$ cat config.mk
export PLATFORM = sky130hd
export DESIGN_NAME = pps_port_source_sel
export DESIGN_NICKNAME = d
export VERILOG_FILES = /design/src/inc/pps_pkg.sv /design/src/hdl/pps_port_source_sel.sv
export SDC_FILE = /design/constraint.sdc
export NUM_CORES = 1
export LEC_CHECK = 0
export ABC_AREA = 1
export BUFFER_PORTS_ARGS = -buffer_cell sky130_fd_sc_hd__buf_2
export CAP_MARGIN = 25
export CORE_MARGIN = 5
export CORE_UTILIZATION = 46
export CTS_BUF_LIST = sky130_fd_sc_hd__clkbuf_16
export CTS_CLUSTER_DIAMETER = 30
export DETAILED_ROUTE_END_ITERATION = 16
export HOLD_SLACK_MARGIN = 0.05
export PLACE_DENSITY_LB_ADDON = 0.08
export SYNTH_ARGS = -nofsm -noshare
export SYNTH_HDL_FRONTEND = slang
export SYNTH_SLANG_ARGS = --single-unit
$ cat constraint.sdc
create_clock -name clk_i -period 1.9 [get_ports clk_i]
set_input_delay 0 -clock clk_i [delete_from_list [all_inputs] [get_ports clk_i]]
set_output_delay 0 -clock clk_i [all_outputs]
set_load 0.01 [all_outputs]
$ cat src/inc/pps_pkg.sv
// Purpose: constants and carrier types for the port power / over-current source selector
// Assumes: 32-bit classic Wishbone, byte addresses, 100 MHz core clock
// Notes: registers are 8 bits wide and sit in the low byte of each word
package pps_pkg;

  // ==========================================================
  // register map (byte addresses)
  localparam logic [15:0] PPS_PORT6_POWER_SOURCE_CFG_OFS = 16'h3c14;
  localparam logic [15:0] PPS_PORT7_POWER_SOURCE_CFG_OFS = 16'h3c18;
  localparam logic [15:0] PPS_PORT1_OC_SOURCE_CFG_OFS = 16'h3c20;
  localparam logic [15:0] PPS_PORT2_OC_SOURCE_CFG_OFS = 16'h3c24;
  localparam logic [15:0] PPS_PORT_STATUS_OFS = 16'h3c40;

  // ==========================================================
  // field positions
  localparam int PPS_COMBINED_BIT = 7;
  localparam int PPS_RSVD_BIT = 6;
  localparam int PPS_DISABLED_BIT = 5;
  localparam int PPS_FIXED_DEV_BIT = 4;
  localparam int PPS_SRC_LSB = 0;
  localparam int PPS_SRC_W = 4;

  // ==========================================================
  // reset values and write mask
  localparam logic [7:0] PPS_POWER_CFG_RST = 8'h00;
  localparam logic [7:0] PPS_OC_CFG_RST = 8'h00;
  localparam logic [7:0] PPS_POWER_CFG_WMASK = 8'hbf;

  // ==========================================================
  // source codes
  localparam logic [3:0] PPS_PWR_OFF = 4'h0;
  localparam logic [3:0] PPS_PWR_USB2 = 4'h1;
  localparam logic [3:0] PPS_PWR_USB3 = 4'h2;
  localparam logic [3:0] PPS_PWR_EITHER = 4'h3;
  localparam logic [3:0] PPS_PWR_GPIO = 4'h4;
  localparam logic [3:0] PPS_OC_DISABLED = 4'h0;
  localparam logic [3:0] PPS_OC_PIN = 4'h1;
  localparam logic [3:0] PPS_OC_GPIO = 4'h2;
  localparam logic [3:0] PPS_OC_FORCE = 4'hf;

  // ==========================================================
  // carriers
  typedef struct packed {
    logic cyc;
    logic stb;
    logic we;
    logic [15:0] adr;
    logic [3:0] sel;
    logic [31:0] dat;
  } pps_wb_req_t;

  typedef struct packed {
    logic ack;
    logic [31:0] dat;
  } pps_wb_rsp_t;

endpackage

$ cat src/hdl/pps_port_source_sel.sv
// Purpose: per-port power and over-current source selection registers
// Assumes: classic Wishbone slave, synchronous active-high reset
// Notes: ack comes one cycle after the request; unmapped reads return zero
//
// How it works
// bit 7 of a power select register picks shared (1) or separate (0) power/sense pins.
// bit 5 of a power select register marks the port permanently disabled.
// bit 4 of a power select register marks a permanently attached device.
// power source 0000b keeps power off, 0001b follows USB2 port power.
// power source 0010b follows USB3 port power, 0011b is on when either is on.
// power source 0100b follows the port's GPIO; other codes are reserved.
// over-current source 0000b marks the port disabled.
// over-current source 0001b uses the sense pin, 0010b uses a GPIO.
// over-current source 1111b forces the indication on; other codes are reserved.
// software loads these settings once and does not change them in operation.
// disable, fixed-device and shared-pin bits are set before enumeration.
// a reserved power code keeps power off, and bit 6 reads zero and ignores writes.
//
// Implementation choice: the Wishbone interface to the registers.
`timescale 1ns/1ps

module pps_port_source_sel
  import pps_pkg::*;
(
  input wire logic clk_i,                        // core clock
  input wire logic reset_i,                      // sync reset, active high
  input wire pps_wb_req_t wb_req_i,              // wishbone request
  output pps_wb_rsp_t wb_rsp_o,                  // wishbone answer
  input wire logic [1:0] usb2_port_power_i,      // usb2 power state, ports 6/7
  input wire logic [1:0] usb3_port_power_i,      // usb3 power state, ports 6/7
  input wire logic [1:0] power_gpio_i,           // designated gpio, ports 6/7
  input wire logic [1:0] overcurrent_sense_i,    // sense pin, ports 1/2
  input wire logic [1:0] overcurrent_gpio_i,     // sense gpio, ports 1/2
  output logic [1:0] port_power_o,               // power enable, ports 6/7
  output logic [1:0] power_port_disabled_o,      // permanently disabled, ports 6/7
  output logic [1:0] fixed_attached_device_o,    // fixed device, ports 6/7
  output logic [1:0] combined_mode_o,            // shared pins, ports 6/7
  output logic [1:0] overcurrent_o,              // over-current, ports 1/2
  output logic [1:0] oc_port_disabled_o          // disabled by sense cfg, ports 1/2
);

  // ==========================================================
  // source decode
  function automatic logic power_pick(input logic [3:0] src, input logic u2,
                                      input logic u3, input logic gp);
    logic r;
    r = 1'b0;
    unique case (src)
      PPS_PWR_USB2: r = u2;
      PPS_PWR_USB3: r = u3;
      PPS_PWR_EITHER: r = u2 | u3;
      PPS_PWR_GPIO: r = gp;
      default: r = 1'b0;
    endcase
    return r;
  endfunction

  function automatic logic oc_pick(input logic [3:0] src, input logic pin, input logic gp);
    logic r;
    r = 1'b0;
    unique case (src)
      PPS_OC_PIN: r = pin;
      PPS_OC_GPIO: r = gp;
      PPS_OC_FORCE: r = 1'b1;
      default: r = 1'b0;
    endcase
    return r;
  endfunction

  // ==========================================================
  // bus decode
  logic ack_q;
  logic [31:0] rdat_q;
  logic [7:0] pwr_cfg_q [2];
  logic [7:0] oc_cfg_q [2];
  logic [1:0] port_power_q;
  logic [1:0] overcurrent_q;

  wire logic req = wb_req_i.cyc & wb_req_i.stb & ~ack_q;
  wire logic wr_lo = req & wb_req_i.we & wb_req_i.sel[0];
  wire logic hit_p6 = wb_req_i.adr == PPS_PORT6_POWER_SOURCE_CFG_OFS;
  wire logic hit_p7 = wb_req_i.adr == PPS_PORT7_POWER_SOURCE_CFG_OFS;
  wire logic hit_o1 = wb_req_i.adr == PPS_PORT1_OC_SOURCE_CFG_OFS;
  wire logic hit_o2 = wb_req_i.adr == PPS_PORT2_OC_SOURCE_CFG_OFS;
  wire logic hit_st = wb_req_i.adr == PPS_PORT_STATUS_OFS;
  wire logic [1:0] wr_pwr = {wr_lo & hit_p7, wr_lo & hit_p6};
  wire logic [1:0] wr_oc = {wr_lo & hit_o2, wr_lo & hit_o1};
  wire logic [7:0] status_byte = {2'b00, oc_port_disabled_o, overcurrent_q, port_power_q};
  wire logic [7:0] rd_byte = hit_p6 ? pwr_cfg_q[0] :
                             hit_p7 ? pwr_cfg_q[1] :
                             hit_o1 ? oc_cfg_q[0] :
                             hit_o2 ? oc_cfg_q[1] :
                             hit_st ? status_byte : 8'h00;
  wire logic [7:0] pwr_wdata = wb_req_i.dat[7:0] & PPS_POWER_CFG_WMASK;

  always_ff @(posedge clk_i) begin
    if (reset_i) begin
      ack_q <= 1'b0;
      rdat_q <= 32'h0000_0000;
    end else begin
      ack_q <= req;
      if (req) begin
        rdat_q <= {24'h00_0000, rd_byte};
      end
    end
  end

  assign wb_rsp_o.ack = ack_q;
  assign wb_rsp_o.dat = rdat_q;

  // ==========================================================
  // configuration registers
  always_ff @(posedge clk_i) begin
    if (reset_i) begin
      pwr_cfg_q[0] <= PPS_POWER_CFG_RST;
      pwr_cfg_q[1] <= PPS_POWER_CFG_RST;
      oc_cfg_q[0] <= PPS_OC_CFG_RST;
      oc_cfg_q[1] <= PPS_OC_CFG_RST;
    end else begin
      for (int i = 0; i < 2; i++) begin
        if (wr_pwr[i]) begin
          pwr_cfg_q[i] <= pwr_wdata;
        end
        if (wr_oc[i]) begin
          oc_cfg_q[i] <= wb_req_i.dat[7:0];
        end
      end
    end
  end

  // ==========================================================
  // port power and over-current selection
  logic [1:0] port_power_d;
  logic [1:0] overcurrent_d;

  always_comb begin
    for (int i = 0; i < 2; i++) begin
      port_power_d[i] = ~pwr_cfg_q[i][PPS_DISABLED_BIT] &
        power_pick(pwr_cfg_q[i][PPS_SRC_LSB +: PPS_SRC_W], usb2_port_power_i[i],
                   usb3_port_power_i[i], power_gpio_i[i]);
      overcurrent_d[i] = oc_pick(oc_cfg_q[i][PPS_SRC_LSB +: PPS_SRC_W],
                                 overcurrent_sense_i[i], overcurrent_gpio_i[i]);
    end
  end

  always_ff @(posedge clk_i) begin
    if (reset_i) begin
      port_power_q <= 2'h0;
      overcurrent_q <= 2'h0;
    end else begin
      port_power_q <= port_power_d;
      overcurrent_q <= overcurrent_d;
    end
  end

  assign port_power_o = port_power_q;
  assign overcurrent_o = overcurrent_q;

  always_comb begin
    for (int i = 0; i < 2; i++) begin
      combined_mode_o[i] = pwr_cfg_q[i][PPS_COMBINED_BIT];
      power_port_disabled_o[i] = pwr_cfg_q[i][PPS_DISABLED_BIT];
      fixed_attached_device_o[i] = pwr_cfg_q[i][PPS_FIXED_DEV_BIT];
      oc_port_disabled_o[i] = oc_cfg_q[i][PPS_SRC_LSB +: PPS_SRC_W] == PPS_OC_DISABLED;
    end
  end

  wire logic [3:0] src6 = pwr_cfg_q[0][3:0];
  wire logic [3:0] ocs1 = oc_cfg_q[0][3:0];
  wire logic en6 = ~pwr_cfg_q[0][PPS_DISABLED_BIT];
  wire logic [3:0] src7 = pwr_cfg_q[1][PPS_SRC_LSB +: PPS_SRC_W];
  wire logic [3:0] ocs2 = oc_cfg_q[1][PPS_SRC_LSB +: PPS_SRC_W];
  wire logic en7 = ~pwr_cfg_q[1][PPS_DISABLED_BIT];
  wire logic oc1_rsvd = ~(ocs1 inside {PPS_OC_DISABLED, PPS_OC_PIN, PPS_OC_GPIO, PPS_OC_FORCE});
  wire logic oc2_rsvd = ~(ocs2 inside {PPS_OC_DISABLED, PPS_OC_PIN, PPS_OC_GPIO, PPS_OC_FORCE});
endmodule

==> flow_metrics.py <==
metrics = {
    "timing": {
        "min_period_ns": 1.77,
        "fin_skew_ns": 0.00435,
        "setup_viol": 0,
        "hold_viol_final": 0,
        "grt_setup_unrepaired": "no",
        "layout_worst_path_cycle_share": 0.930,
        "clock.fmax_ghz": 0.566,
        "timing.final.ws_setup_ns": 0.133,
        "setup_tns_ns": 0,
        "maxSlewViolCount": 0,
        "holdWs_ns": 0.0662,
    },
    "clock_network": {
        "cts.sinks": 43,
        "cts.clk_slew.worst_paths_ns": 0.06,
        "cts-root-buf": "clkbuf_16",
        "clk_latency_ns": 0.29,
        "cts_max_path_buffers": 2,
        "htreeDepth": 2,
        "post_cts_buffers": 0,
        "numCtsBuffers": 5,
        "cts_tree": "yes",
    },
    "setup_path": {
        "rr_worst_depth": 5,
        "crit_path_max_fanout": 14,
        "r2r-start": "ack_q$_SDFF_PP0_",
        "critPathSlowestCell": "dlygate4sd3_1",
        "crit_type": "primary input to flip-flop",
        "cp-start-kind": "primary input",
        "cp.required_ns": 2.13,
        "startpoint": "reset_i",
        "endpoint_kind": "flip-flop",
        "cpMostUsedCell": "dlygate4sd3_1",
        "cpPeakStageDelay_ns": 0.59,
        "path_cells": "dlygate4sd3_1 -> buf_2 -> inv_1 -> nand2_1 -> a221oi_1 -> dlygate4sd3_1",
        "crit_arrival_ns": 1.99,
    },
    "final_layout": {
        "final_core_util": 0.559,
        "area_growth_syn_to_layout_pct": 18.0,
        "nets": 403,
        "fillers": 486,
        "final_cell_mix": "buf_2 (60), nor2_1 (51), nand2_1 (30), edfxtp_1 (30), conb_1 (24)",
        "multi_input_area_um2": 991,
        "antenna_cells": 0,
        "layout_commonest_cell": "buf_2",
        "final-seq-area_mm2": 0.00116,
        "drive_gt1_frac": 0.288,
    },
    "pwr": {
        "max-vdd-ir-drop_mv": 0.610,
        "internal-power_uw": 1600,
        "total_power_uw": 2110,
        "pwr-share-clk": 0.401,
        "power.switching_uw": 513,
        "powerDensity_mw_per_mm2": 739,
        "swShare": 0.243,
        "p_leak_uw": 0.00132,
        "p_seq_frac": 0.503,
        "comb_power_share": 0.096,
    },
    "min_path": {
        "hold_path_class": "primary input to flip-flop",
        "hold_depth": 3,
        "worstHoldStart": "wb_req_i[6]",
    },
    "place": {
        "io_buffers": 60,
        "dp_slack_ns": 0.361,
        "place_hpwl_mm": 4.64,
        "place.gp.congestion": 0.769,
    },
    "grt": {
        "antenna_found_initial": 0,
        "grt_pass1_wl_mm": 9.27,
        "grt_pass1_vias": 1897,
        "grt.total_usage": 0.185,
        "grt_max_degree": 19,
        "overflow": 0,
    },
    "die": {
        "num_rows": 26,
        "dieArea_mm2": 0.00681,
        "initial_core_util": 0.474,
        "die_width_um": 82.5,
        "ios": 112,
        "fp.coreArea_mm2": 0.00511,
        "die_h_um": 82.5,
    },
    "synth": {
        "synth_cell_type_count": 31,
        "yosysWarningCount": 0,
        "syn_area_per_cell_um2": 8.89,
        "ys_seq_area_frac": 0.480,
        "ys_seq_elements": 43,
        "synth_cells": 272,
        "netlist_area_mm2": 0.00242,
    },
    "outcome": {
        "outcome": "complete, no violations",
    },
    "drt": {
        "drt-total-wl_mm": 5.97,
        "postRouteAntennaNets": 0,
        "drt_iter0_markers": 116,
        "wl_per_cell_um": 14.7,
        "vias": 2025,
        "first_pass_iters": 4,
        "drcViolationCount": 0,
        "via_per_inst": 4.98,
    },
    "job": {
        "cap_viol_max_count": 0,
    },
}
state kept, by name (all words and copies together), names as in the netlist:
signal and flops:
overcurrent_o 2, port_power_o 2, rdat_q 8, oc_cfg_q 16
ack_q 1, pwr_cfg_q 14
worst paths after layout:
check             slack, ns                          to
setup reg to reg       0.33   oc_cfg_q[0][14]$_DFFE_PP_
setup / recovery       0.13  port_power_o[0]$_SDFF_PP0_
hold reg to reg        0.46      rdat_q[7]$_SDFFE_PP0N_
hold / removal         0.07    oc_cfg_q[0][6]$_DFFE_PP_
power by group through the flow:
stage,Combinational [µW],Clock (µW),Sequential [µW]
floorplan,147,0,1080
global placement,194,0,1080
detailed placement,196,0,1080
CTS,203,853,1060
global route,228,902,1070
finish,203,845,1060
stage by stage:
step | instances | area, µm²
global route | 407 | 2850
floorplan | 295 | 2500
finish | 407 | 2850
CTS | 407 | 2850
global placement | 395 | 2670
detailed placement | 395 | 2670
worst max-delay path: cells and delay by family:
family / cells / cell delay (ns)
AOI/OAI and AO/OA: 1 / 0.22
buffers and inverters: 4 / 1.64
and+or+nand+nor: 1 / 0.13
cell type report:
class,count,area share
sequential,43,0.407
multi-input combinational,194,0.347
timing repair buffer,70,0.135
clock buffer,5,0.0439
tap,70,0.0307
inverter,22,0.0289
clock inverter,3,0.00702
kinds of logic (layout without fill, tap and decap cells):
kind of cell / after synthesis / after routing / synth area share
AND/OR/NAND/NOR: 140 / 140 / 0.286
buffers and inverters: 58 / 100 / 0.146
flip-flops: 43 / 43 / 0.480
AO/OA/AOI/OAI: 30 / 30 / 0.0864
other: 1 / 24 / 0.00155
layer usage:
layer	wire length (µm)	vias to the layer above	share of wire	track usage
li1	-	1010	-	-
met2	2760	83	0.46	0.300
met1	2640	927	0.44	0.250
met3	500	5	0.084	0.0423
met4	63	0	0.011	0.0507
met5	0	-	0	0
Yosys cell counts:
cell type	count	area (µm²)
a211o_1	2	17.5
a211oi_1	1	7.51
a21oi_1	10	50.1
a21oi_2	4	35.0
a21oi_4	1	16.3
a221oi_1	2	17.5
buf_4	34	255
buf_6	1	11.3
clkbuf_1	1	3.75
clkinv_1	1	3.75
conb_1	1	3.75
dfxtp_1	13	260
edfxtp_1	30	901
inv_1	17	63.8
inv_2	4	15.0
nand2_1	30	113
nand2_2	2	12.5
nand2_4	1	11.3
nand3_1	21	105
nand3_2	2	20.0
nand3_4	1	17.5
nand4_1	22	138
nor2_1	51	191
nor2_2	3	18.8
nor2_4	2	22.5
nor2_8	1	20.0
nor3_1	2	10.0
o2111ai_2	1	15.0
o21ai_0	7	35.0
o31ai_1	2	15.0
or2_2	2	12.5
what timing repair did:
action / 4_1_cts / 5_1_grt
hold buffers: 4 / 0
gates resized for setup: 0 / 0
hold endpoints to repair: 7 / 0
Power figures use the tool's default switching activity.
